==> src/hdl/stage_d_defs.svh <==
// Offsets, field positions and reset value of the stage D control register
`ifndef STAGE_D_DEFS_SVH
`define STAGE_D_DEFS_SVH

// =============================================================
// Byte addresses (most significant byte at the lowest address)
`define SD_ADDR_HI 8'h89
`define SD_ADDR_MID 8'h8a
`define SD_ADDR_LO 8'h8b

// =============================================================
// Field positions
`define SD_MODE_MSB 23
`define SD_MODE_LSB 20
`define SD_TYPE_BIT 19
`define SD_POL_BIT 18
`define SD_SEL_MSB 17
`define SD_SEL_LSB 16
`define SD_PER_MSB 15
`define SD_PER_LSB 0

// =============================================================
// Values
`define SD_MODE_FRAME 4'hf
`define SD_RESET_VAL 24'h000040
`define SD_MIN_RATIO 24'h000002

`endif

==> src/hdl/stage_d_pkg.sv <==
// Types shared by the stage D post-divider and frame pulse logic
package stage_d_pkg;
  typedef enum logic [1:0] {REL_A, REL_B, REL_C, REL_RSVD} rel_sel_t;
  typedef enum logic {MODE_DIV, MODE_FRAME} out_mode_t;
endpackage

==> src/hdl/stage_d_ratio_div.sv <==
// Normal-mode ratio divider for stage D
`timescale 1ns/1ns
`default_nettype none
`include "stage_d_defs.svh"
module stage_d_ratio_div (
  // Clock and reset
  input wire logic clk_i,
  input wire logic rst_i,
  // Control
  input wire logic run_i,
  input wire logic [23:0] ratio_i,
  // Divided clock
  output logic clk_o
);
  logic [23:0] cnt_reg;
  logic [23:0] cnt_next;
  logic out_reg;
  logic out_next;
  logic [23:0] ratio_eff;
  logic [23:0] half;

  // =============================================================
  // Counter and duty shaping
  always_comb begin
    // Ratios below two cannot be made from this clock; treated as two
    ratio_eff = (ratio_i < `SD_MIN_RATIO) ? `SD_MIN_RATIO : ratio_i;
    // High for half the ratio: exact 50% for even, one cycle short for odd
    half = ratio_eff >> 1;
    if (!run_i) begin
      cnt_next = 24'h000000;
    end else if (cnt_reg >= ratio_eff - 24'h000001) begin
      cnt_next = 24'h000000;
    end else begin
      cnt_next = cnt_reg + 24'h000001;
    end
    out_next = run_i && (cnt_next < half);
  end

  always_ff @(posedge clk_i) begin
    if (rst_i) begin
      cnt_reg <= 24'h000000;
      out_reg <= 1'b0;
    end else begin
      cnt_reg <= cnt_next;
      out_reg <= out_next;
    end
  end

  assign clk_o = out_reg;
endmodule
`default_nettype wire

==> src/hdl/stage_d_post_div.sv <==
// Stage D post-divider / frame pulse generator with its control register
`timescale 1ns/1ns
`default_nettype none
`include "stage_d_defs.svh"
module stage_d_post_div
  import stage_d_pkg::*;
(
  // Clock (synthesizer VCO) and reset
  input wire logic CLK_SYS_I,
  input wire logic SYS_RST_I,
  // Configuration port, byte wide
  input wire logic CFG_WR_I,
  input wire logic CFG_RD_I,
  input wire logic [7:0] CFG_ADDR_I,
  input wire logic [7:0] CFG_WDATA_I,
  output logic [7:0] CFG_RDATA_O,
  // Sibling post-divider clocks of the same synthesizer
  input wire logic REL_CLK_A_I,
  input wire logic REL_CLK_B_I,
  input wire logic REL_CLK_C_I,
  // Output routing: frame pulse sent to a configurable pin
  input wire logic PIN_ROUTE_I,
  // Stage D output
  output logic STAGE_D_OUT_O
);
  logic [23:0] ctrl_reg;
  logic [23:0] ctrl_next;
  logic [7:0] rdata_reg;
  logic [7:0] rdata_next;
  logic rel_prev_reg;
  logic rel_prev_next;
  logic [15:0] per_cnt_reg;
  logic [15:0] per_cnt_next;
  logic mid_pulse_reg;
  logic mid_pulse_next;
  logic out_reg;
  logic out_next;
  out_mode_t mode;
  rel_sel_t sel;
  logic rel_now;
  logic rel_rise;
  logic rel_fall;
  logic [15:0] per_last;
  logic edge_pulse;
  logic raw_pulse;
  logic div_clk;

  // =============================================================
  // Control register over the configuration port
  always_comb begin
    ctrl_next = ctrl_reg;
    // Each byte lands at once; a half-written setting may run briefly
    if (CFG_WR_I) begin
      unique case (CFG_ADDR_I)
        `SD_ADDR_HI: ctrl_next[23:16] = CFG_WDATA_I;
        `SD_ADDR_MID: ctrl_next[15:8] = CFG_WDATA_I;
        `SD_ADDR_LO: ctrl_next[7:0] = CFG_WDATA_I;
        default: ctrl_next = ctrl_reg;
      endcase
    end
  end

  always_ff @(posedge CLK_SYS_I) begin
    if (SYS_RST_I) begin
      ctrl_reg <= `SD_RESET_VAL;
    end else begin
      ctrl_reg <= ctrl_next;
    end
  end

  // =============================================================
  // Read data, held until the next read
  always_comb begin
    rdata_next = rdata_reg;
    if (CFG_RD_I) begin
      unique case (CFG_ADDR_I)
        `SD_ADDR_HI: rdata_next = ctrl_reg[23:16];
        `SD_ADDR_MID: rdata_next = ctrl_reg[15:8];
        `SD_ADDR_LO: rdata_next = ctrl_reg[7:0];
        default: rdata_next = 8'h00;
      endcase
    end
  end

  always_ff @(posedge CLK_SYS_I) begin
    if (SYS_RST_I) begin
      rdata_reg <= 8'h00;
    end else begin
      rdata_reg <= rdata_next;
    end
  end

  // =============================================================
  // Field decode
  always_comb begin
    if (ctrl_reg[`SD_MODE_MSB:`SD_MODE_LSB] == `SD_MODE_FRAME) begin
      mode = MODE_FRAME;
    end else begin
      mode = MODE_DIV;
    end
  end

  always_comb begin
    sel = rel_sel_t'(ctrl_reg[`SD_SEL_MSB:`SD_SEL_LSB]);
    // Reserved code reads as a still clock: the count freezes, so an edge-type output frozen at count zero stays active
    unique case (sel)
      REL_A: rel_now = REL_CLK_A_I;
      REL_B: rel_now = REL_CLK_B_I;
      REL_C: rel_now = REL_CLK_C_I;
      REL_RSVD: rel_now = 1'b0;
    endcase
    rel_rise = rel_now && !rel_prev_reg;
    rel_fall = !rel_now && rel_prev_reg;
    // Zero spacing treated as one period
    if (ctrl_reg[`SD_PER_MSB:`SD_PER_LSB] == 16'h0000) begin
      per_last = 16'h0000;
    end else begin
      per_last = ctrl_reg[`SD_PER_MSB:`SD_PER_LSB] - 16'h0001;
    end
  end

  // =============================================================
  // Frame pulse timing
  always_comb begin
    rel_prev_next = rel_now;
    per_cnt_next = per_cnt_reg;
    mid_pulse_next = mid_pulse_reg;
    if (mode != MODE_FRAME) begin
      per_cnt_next = 16'h0000;
      mid_pulse_next = 1'b0;
    end else begin
      // Frame boundary is the related rising edge that wraps the count
      if (rel_rise) begin
        if (per_cnt_reg >= per_last) begin
          per_cnt_next = 16'h0000;
        end else begin
          per_cnt_next = per_cnt_reg + 16'h0001;
        end
      end
      // Falling edge to falling edge around the boundary
      if (rel_fall) begin
        mid_pulse_next = (per_cnt_reg == per_last);
      end
      // No related edges here, so a pulse left high would stick
      if (sel == REL_RSVD) begin
        mid_pulse_next = 1'b0;
      end
    end
  end

  // =============================================================
  // Output select
  always_comb begin
    // Rising edge at the boundary to the next rising edge
    edge_pulse = (per_cnt_reg == 16'h0000);
    if (ctrl_reg[`SD_TYPE_BIT]) begin
      raw_pulse = edge_pulse;
    end else begin
      raw_pulse = mid_pulse_reg;
    end
    if (mode == MODE_FRAME) begin
      // Pin routing flips the programmed sense once more
      out_next = raw_pulse ^ ctrl_reg[`SD_POL_BIT] ^ PIN_ROUTE_I;
    end else begin
      out_next = div_clk;
    end
  end

  always_ff @(posedge CLK_SYS_I) begin
    if (SYS_RST_I) begin
      rel_prev_reg <= 1'b0;
      per_cnt_reg <= 16'h0000;
      mid_pulse_reg <= 1'b0;
      out_reg <= 1'b0;
    end else begin
      rel_prev_reg <= rel_prev_next;
      per_cnt_reg <= per_cnt_next;
      mid_pulse_reg <= mid_pulse_next;
      out_reg <= out_next;
    end
  end

  // =============================================================
  // Normal divider; ratio above the maximum is software's concern
  stage_d_ratio_div u_ratio_div (
    .clk_i(CLK_SYS_I),
    .rst_i(SYS_RST_I),
    .run_i(mode == MODE_DIV),
    .ratio_i(ctrl_reg),
    .clk_o(div_clk)
  );

  assign CFG_RDATA_O = rdata_reg;
  assign STAGE_D_OUT_O = out_reg;
endmodule
`default_nettype wire

==> config.mk <==
export PLATFORM = sky130hd
export DESIGN_NAME = stage_d_post_div
export DESIGN_NICKNAME = d
export VERILOG_FILES = /design/src/hdl/stage_d_pkg.sv /design/src/hdl/stage_d_ratio_div.sv /design/src/hdl/stage_d_post_div.sv
export VERILOG_INCLUDE_DIRS = /design/src /design/src/hdl
export SDC_FILE = /design/constraint.sdc
export NUM_CORES = 1
export LEC_CHECK = 0
export ABC_CLOCK_PERIOD_IN_PS = 8010
export BUFFER_PORTS_ARGS = -buffer_cell sky130_fd_sc_hd__buf_2
export CAP_MARGIN = 5
export CORE_ASPECT_RATIO = 1.75
export CORE_MARGIN = 5
export CORE_UTILIZATION = 50
export CTS_BUF_LIST = sky130_fd_sc_hd__clkbuf_16
export CTS_CLUSTER_DIAMETER = 120
export DETAILED_ROUTE_END_ITERATION = 8
export PLACE_DENSITY = 0.68
export SYNTH_ARGS = -nofsm -noshare
export SYNTH_HDL_FRONTEND = slang
export SYNTH_SLANG_ARGS = --single-unit
==> constraint.sdc <==
create_clock -name CLK_SYS_I -period 8.01 [get_ports CLK_SYS_I]
set_clock_uncertainty 0.05 [all_clocks]
set_input_delay 0.801 -clock CLK_SYS_I [delete_from_list [all_inputs] [get_ports CLK_SYS_I]]
set_output_delay 0.801 -clock CLK_SYS_I [all_outputs]
set_load 0.02 [all_outputs]
==> impl_summary.txt, run 1 <==
----------------------------------------------------
[Critical path]
  Nature of the critical path endpoint ... flop
  Largest fanout of any net on the critical path ... 25
  WS Path Type ... reg2reg
  CP startpoint kind ... flop
  Worst endpoint required time ... 8250 ps
  Worst endpoint data arrival time ... 7460 ps

[Power and ir drop]
  Sequential Power Share ... 43.1%
  Lkg Pwr ... 2.62 nW
  Power spent charging and discharging nets ... 0.000194 W
  Switching power as a share of total power ... 21.7%
  Power per unit of standard cell area ... 145 nW/um2
  Cell-internal power ... 0.000698 W
  Share of power burned in combinational logic ... 4.3%
  Part of the total power dissipated in the clock network ... 52.6%
  Worst vdd rail ir drop ... 117 uV

[Detailed routing]
  Wire length per cell after detailed routing ... 18.4 um
  DRT met1 WL ... 5980 um
  Remaining number of nets flagged by the antenna check after routing ... 0
  Average vias per placed instance ... 6.00
  Drc violations ... 0
  Total wire length ... 15800 um
  Vias after detailed routing ... 5147
  Highest metal layer with signal wires ... met4
  Number of iterations in the first detailed-routing pass ... 5
  Starting DRC count in detailed routing ... 253
  DR WL met2 ... 8260 um
  Sum of met3 wire segment lengths after detailed routing ... 604 um

[Placed design]
  Routability congestion estimate ... 0.919
  Count of input and output buffers ... 32
  Detail Placement HPWL ... 12500 um
  Worst setup slack after placement ... 1070 ps
  Number of placed cells counting well taps ... 842

[Timing]
  Worst Slack Setup Final ... 791 ps
  Finish-stage setup viols ... 0
  Count of final hold-check violations ... 0
  Measured slew at the worst slew-check pin ... 754 ps
  Fmax ... 0.139 GHz
  Worst slew slack as a fraction of its limit ... 49.7%
  Accumulated negative setup slack ... 0 ps
  Unrepaired setup endpoints after global routing ... no
  Final Critical Period ... 7220 ps
  Fraction of the cycle the final worst path needs ... 90.1%
  Max Slew Vio Count ... 0

[CTS]
  Cts repair resizes ... 0
  Worst-Skew Late Latency ... 350 ps
  Clock Tree Buf Depth ... 2
  Clock tree from TritonCTS ... yes
  TritonCTS Sinks ... 76
  Root cell of the clock tree ... clkbuf_16
  Number of setup buffers added after CTS ... 0
  Clock transition at the register clock pins on the worst setup and hold paths after CTS ... 60 ps
  Number of buffers created by CTS ... 9
  Number of hold buffers added after cts ... 0
  CTS H-Tree Depth ... 3

[Logic synthesis]
  Post-Synthesis Cells ... 701
  Distinct cell type count of the synthesized netlist ... 57
  Synth Flop Type ... dfxtp_1
  Yosys top cell area share ... 27.2%
  Post-synth EDFFs ... 0
  Share of the yosys chip area belonging to registers ... 27.2%
  Top area cells in the synthesized netlist ... dfxtp_1, ha_1, xnor2_1
  Register bit total from synthesis ... 76
  Async set-or-reset flop fraction in the synthesized netlist ... 0%
  Library cell with the largest summed area after synthesis ... dfxtp_1
  Yosys synthesis warning count ... 0
  Syn nets ... 793
  Synth Area per Inst ... 7.97 um2
  Netlist area before placement ... 5590 um2

[Die]
  Vert. Die Dim ... 150 um
  Horizontal die dimension ... 89.9 um
  Core Footprint ... 11000 um2
  Boundary Pins ... 33
  Area of the die ... 13500 um2
  Starting utilization of the core area ... 50.6%
  Row cnt ... 51

[Cells and area]
  Signed area change from the synthesized netlist to the final layout ... 10.3%
  Number of nets in the final layout ... 813
  Layout cell share with drive strength beyond 1 ... 8.95%
  Fill count ... 1002
  Number of cells in the finished layout apart from fillers ... 858
  Antenna diodes ... 0

[Global routing]
  Combined global-route utilization of all metal layers ... 23.4%
  GR Overflow Total ... 0
  Pin count of the biggest net entering global routing ... 60
  Initial antenna violation count ... 0
  First-pass GRT wire length ... 25400 um
  Via count of the first global-routing pass ... 5112

[Flow run]
  Maximum capacitance violations ... 0

[Hold path]
  Worst hold path type ... reg2reg

[Run status]
  Run status ... finished, final reports clean

----------------------------------------------------
-- per-stage QoR --
| stage | area, um2 | total power, W | hold WS, ps | utilization [%] |
|---|---|---|---|---|
| finish | 6160 | 0.000892 | 452 | 55.8 |
| global route | 6160 | 0.000921 | 482 | 55.8 |
| CTS | 6160 | 0.000901 | 451 | 55.8 |
| detailed placement | 5820 | 0.000431 | 442 | 52.7 |
| global placement | 5820 | 0.000430 | 437 | 52.7 |
| floorplan | 5590 | 0.000414 | 381 | - |
-- power groups by stage --
stage	sequential [W]	clock [W]	combinational, W
finish	0.000384	0.000469	0.0000385
floorplan	0.000391	0	0.0000230
detailed placement	0.000392	0	0.0000383
global route	0.000384	0.000494	0.0000424
global placement	0.000392	0	0.0000373
CTS	0.000384	0.000479	0.0000383
-- Yosys cell counts (2+ instances only) --
library cell  count
nor3b_1           3
nand2b_1          5
buf_1             6
and4_1            4
o21ai_0          22
nor2b_1          12
nor4_2            3
ha_1             68
nor2_4            2
or3_1             5
nand4_1          22
or4_1             3
xor2_1           22
buf_2             2
buf_6             2
nor2_1           87
nand2_1          69
o21a_1            2
a22o_1            8
dfxtp_1          76
a41oi_1           2
nor3_1           45
nand2_2           2
and3_1            6
nor4b_1           2
nand3_1          23
clkbuf_1         16
or4_4             2
a21o_1            2
mux2i_1          23
a211oi_1         10
a21oi_1          36
nor4_1            9
xnor2_1          41
inv_1            36
o21ai_1           2
-- worst max-delay path, cell delays in order, from the launching register on --
cell      delay (ps)
dfxtp_1          400
or4_4            580
or4_4            460
nor3_4           150
nand2_1           80
buf_4            200
nand2_1          110
ha_1             240
nand3_1          190
nor2_1           230
nand3_1          200
nor4_1           270
xnor2_1          110
ha_1             300
nand4_1          130
or4_1            590
nor4_1           270
or3_1            660
buf_4            390
nor2_1           110
ha_1             340
a21oi_1          240
nor2_1            60
nor4_1           260
nor3_1            70
a311oi_1         230
o221a_1          210
-- path summary, 6_finish.rpt --
path | from | end | slack (ps) | cells after the start
worst max register to register | ctrl_reg[17] | u_ratio_div.clk_o | 790 | 26
worst min-delay path | per_cnt_reg[0] | per_cnt_reg[0] | 450 | 2
worst max-delay path | ctrl_reg[17] | u_ratio_div.clk_o | 790 | 26
worst min register to register | per_cnt_reg[0] | per_cnt_reg[0] | 450 | 2
-- layer usage --
| layer | vias up | global-route usage (%) |
|---|---|---|
| li1 | 2519 | - |
| met3 | 70 | 3.97 |
| met2 | 168 | 43.0 |
| met5 | - | 0 |
| met1 | 2390 | 24.9 |
| met4 | 0 | 13.5 |
-- placed cells by master (no fill, tap or decap), types with 5 or more instances in the layout --
cell type  synthesis  routed
nor2_1            87      87
dfxtp_1           76      76
nand2_1           69      69
ha_1              68      68
nor3_1            45      45
xnor2_1           41      41
inv_1             36      37
a21oi_1           36      36
buf_2              2      32
nand3_1           23      23
mux2i_1           23      23
nand4_1           22      22
o21ai_0           22      22
xor2_1            22      22
nor2b_1           12      12
a211oi_1          10      10
nor4_1             9       9
clkbuf_16          0       9
a22o_1             8       8
and3_1             6       6
or3_1              5       5
nand2b_1           5       5
-- cell families (layout without fill, tap and decap cells) --
kind of cell | Yosys count | in the layout | synth area share (%)
xor+xnor | 63 | 63 | 9.87
buf+inv | 62 | 87 | 4.48
fa+ha+maj | 68 | 68 | 15.2
simple gates | 314 | 314 | 28.5
mux | 24 | 24 | 4.32
flops | 76 | 76 | 27.2
compound gates | 94 | 94 | 10.4
-- layout make-up --
class	instances	area (um2)	share of cell area, %
clock inverter	7	116	1.89
clock buffer	9	225	3.65
timing repair buffer	35	183	2.96
inverter	36	135	2.19
multi-input combinational	563	3820	61.9
sequential	76	1520	24.7
tap	132	165	2.68
(Power assumes the default switching activity.)
==> inputs of run 2 (changes only) <==
Settings changed: CORE_UTILIZATION 50 to 31, PLACE_DENSITY 0.68 to not set.
==> run 2 against run 1 <==
Compared with the run above: clock-buffer cell count unchanged; sequential power about the same; maximum frequency up 2.1%; design area up 1.4%; critical endpoint unchanged.
==> impl_summary.txt, run 2 (same netlist as run 1, synthesis figures left out) <==
----------------------------------------------------
[CTS]
  Cts repair resizes ... 0 (unchanged)
  Clock transition at the register clock pins on the worst setup and hold paths after CTS ... 60 ps (about the same)
  Number of hold buffers added after cts ... 0 (unchanged)
  Number of buffers created by CTS ... 9 (unchanged)
  CTS H-Tree Depth ... 3 (unchanged)
  Worst-Skew Late Latency ... 350 ps (about the same)
  TritonCTS Sinks ... 76 (unchanged)
  Clock tree from TritonCTS ... yes
  Number of setup buffers added after CTS ... 0 (unchanged)
  Clock Tree Buf Depth ... 2 (unchanged)
  Root cell of the clock tree ... clkbuf_16

[Timing]
  Accumulated negative setup slack ... 0 ps (unchanged)
  Final Critical Period ... 7070 ps (-149 ps)
  Measured slew at the worst slew-check pin ... 791 ps (+37.0 ps)
  Fmax ... 0.141 GHz (+2.1%)
  Fraction of the cycle the final worst path needs ... 88.3% (-1.9 points)
  Unrepaired setup endpoints after global routing ... no
  Finish-stage setup viols ... 0 (unchanged)
  Count of final hold-check violations ... 0 (unchanged)
  Worst slew slack as a fraction of its limit ... 47.3% (-2.5 points)
  Max Slew Vio Count ... 0 (unchanged)

[Critical path]
  WS Path Type ... reg2reg
  Worst endpoint data arrival time ... 7260 ps (-200 ps)
  Worst endpoint required time ... 8200 ps (-50 ps)
  Reg2reg path depth ... 24 (-7.7%)
  Largest fanout of any net on the critical path ... 32 (+28%)
  CP startpoint kind ... flop
  Nature of the critical path endpoint ... flop

[Detailed routing]
  Total wire length ... 16800 um (+6.7%)
  Vias after detailed routing ... 5083 (-1.2%)
  Number of iterations in the first detailed-routing pass ... 4 (-1)
  Drc violations ... 0 (unchanged)
  Starting DRC count in detailed routing ... 326 (+29%)
  Remaining number of nets flagged by the antenna check after routing ... 0 (unchanged)
  Wire length per cell after detailed routing ... 17.5 um (-4.4%)
  Average vias per placed instance ... 5.31 (-12%)

[Hold path]
  Worst hold path type ... reg2reg
  Worst hold path cell count ... 2 (unchanged)

[Global routing]
  First-pass GRT wire length ... 26900 um (+6.1%)
  Combined global-route utilization of all metal layers ... 16.3% (-7.1 points)
  Pin count of the biggest net entering global routing ... 60 (unchanged)
  Via count of the first global-routing pass ... 5225 (+2.2%)
  GR Overflow Total ... 0 (unchanged)
  Initial antenna violation count ... 0 (unchanged)

[Run status]
  Run status ... finished, final reports clean

[Power and ir drop]
  Power spent charging and discharging nets ... 0.000188 W (-2.8%)
  Power per unit of standard cell area ... 136 nW/um2 (-5.8%)
  Share of power burned in combinational logic ... 4.4% (about the same)
  Worst vdd rail ir drop ... 103 uV (-12%)
  Switching power as a share of total power ... 22.1% (+0.39 points)
  Part of the total power dissipated in the clock network ... 50.5% (-2.1 points)
  Sequential Power Share ... 45.1% (+2.0 points)
  Cell-internal power ... 0.000663 W (-5.0%)
  Lkg Pwr ... 2.60 nW (-0.79%)

[Cells and area]
  Signed area change from the synthesized netlist to the final layout ... 11.8%
  Layout cell share with drive strength beyond 1 ... 8.56% (-0.39 points)
  Final cell utilization of the core ... 34.9% (-21 points)
  Antenna diodes ... 0 (unchanged)
  Number of nets in the final layout ... 812 (-0.12%)
  Commonest non-fill, non-tap cells in the layout ... nor2_1, dfxtp_1, nand2_1
  Most common library cell in the layout ignoring fill and taps ... nor2_1

[Die]
  Vert. Die Dim ... 188 um (+25%)
  Horizontal die dimension ... 111 um (+24%)
  Core Footprint ... 17900 um2 (+62%)
  Area of the die ... 20900 um2 (+55%)
  Row cnt ... 65 (+27%)
  Boundary Pins ... 33 (unchanged)
  Starting utilization of the core area ... 31.2% (-19 points)

[Placed design]
  Count of input and output buffers ... 32 (unchanged)
  Routability congestion estimate ... 0.935 (+1.7%)
  Detail Placement HPWL ... 13600 um (+9.0%)

[Flow run]
  Maximum capacitance violations ... 0 (unchanged)

----------------------------------------------------
## run 2: cell types whose count changed in the layout (fill, tap and decap cells not counted), sizes merged
| cell | before | now |
|---|---|---|
| buf | 35 | 34 |
| bufinv | 3 | 2 |
## run 2: through the flow
step / cells / setup slack [ps] / power [W] / instance area [um2] / hold WS, ps
2_1_floorplan: 701 / 1960 / 0.000414 / 5590 / 381
6_report: 958 / 939 / 0.000852 / 6250 / 439
3_3_place_gp: 943 / 1120 / 0.000430 / 5940 / 440
3_5_place_dp: 943 / 968 / 0.000430 / 5940 / 434
4_1_cts: 958 / 941 / 0.000863 / 6250 / 448
5_1_grt: 958 / 308 / 0.000883 / 6250 / 490
## run 2: final cells by class
| class | count | area (um2) |
|---|---|---|
| Timing Repair Buffer | 34 | 175 |
| Sequential cell | 76 | 1520 |
| Clock inverter | 6 | 81.3 |
| Tap cell | 234 | 293 |
| Fill cell | 1881 | 11600 |
| Inverter | 36 | 135 |
| Clock buffer | 9 | 225 |
| Multi-Input combinational cell | 563 | 3820 |
## run 2: metal layers
layer | vias up | global-route usage (%) | part of all wire [%]
met4 | 0 | 12.6 | 8.6
met2 | 140 | 30.5 | 53
met3 | 76 | 2.42 | 3.2
met5 | - | 0 | 0
met1 | 2365 | 15.7 | 35
li1 | 2502 | - | -
## run 2: power groups by stage
| stage | combinational [W] | clock, W | sequential, W |
|---|---|---|---|
| floorplan | 0.0000230 | 0 | 0.000391 |
| global placement | 0.0000379 | 0 | 0.000392 |
| detailed placement | 0.0000378 | 0 | 0.000392 |
| CTS | 0.0000381 | 0.000441 | 0.000384 |
| global route | 0.0000423 | 0.000456 | 0.000384 |
| finish | 0.0000378 | 0.000430 | 0.000384 |
## run 2: critical path, stage by stage (launching register included)
cell,delay [ps]
dfxtp_1,410
or4_4,580
or4_4,450
nor3_4,150
nand2_1,290
nand2_1,210
ha_1,250
nand3_1,190
nor2_1,220
nand3_1,190
nor4_1,290
xnor2_1,120
ha_1,300
nand4_1,130
or4_1,570
nor4_1,190
or3_1,470
buf_4,410
nor2_1,100
ha_1,300
nand4_1,140
nor4_1,360
nand3_1,160
o21a_1,200
o221a_1,220
## run 2: path summary, 6_finish.rpt
| kind | start | end | slack, ps |
|---|---|---|---|
| hold / removal | u_ratio_div.clk_o | STAGE_D_OUT_O | 440 |
| setup reg to reg | ctrl_reg[17] | u_ratio_div.clk_o | 940 |
| hold reg to reg | u_ratio_div.clk_o | STAGE_D_OUT_O | 440 |
| setup / recovery | ctrl_reg[17] | u_ratio_div.clk_o | 940 |
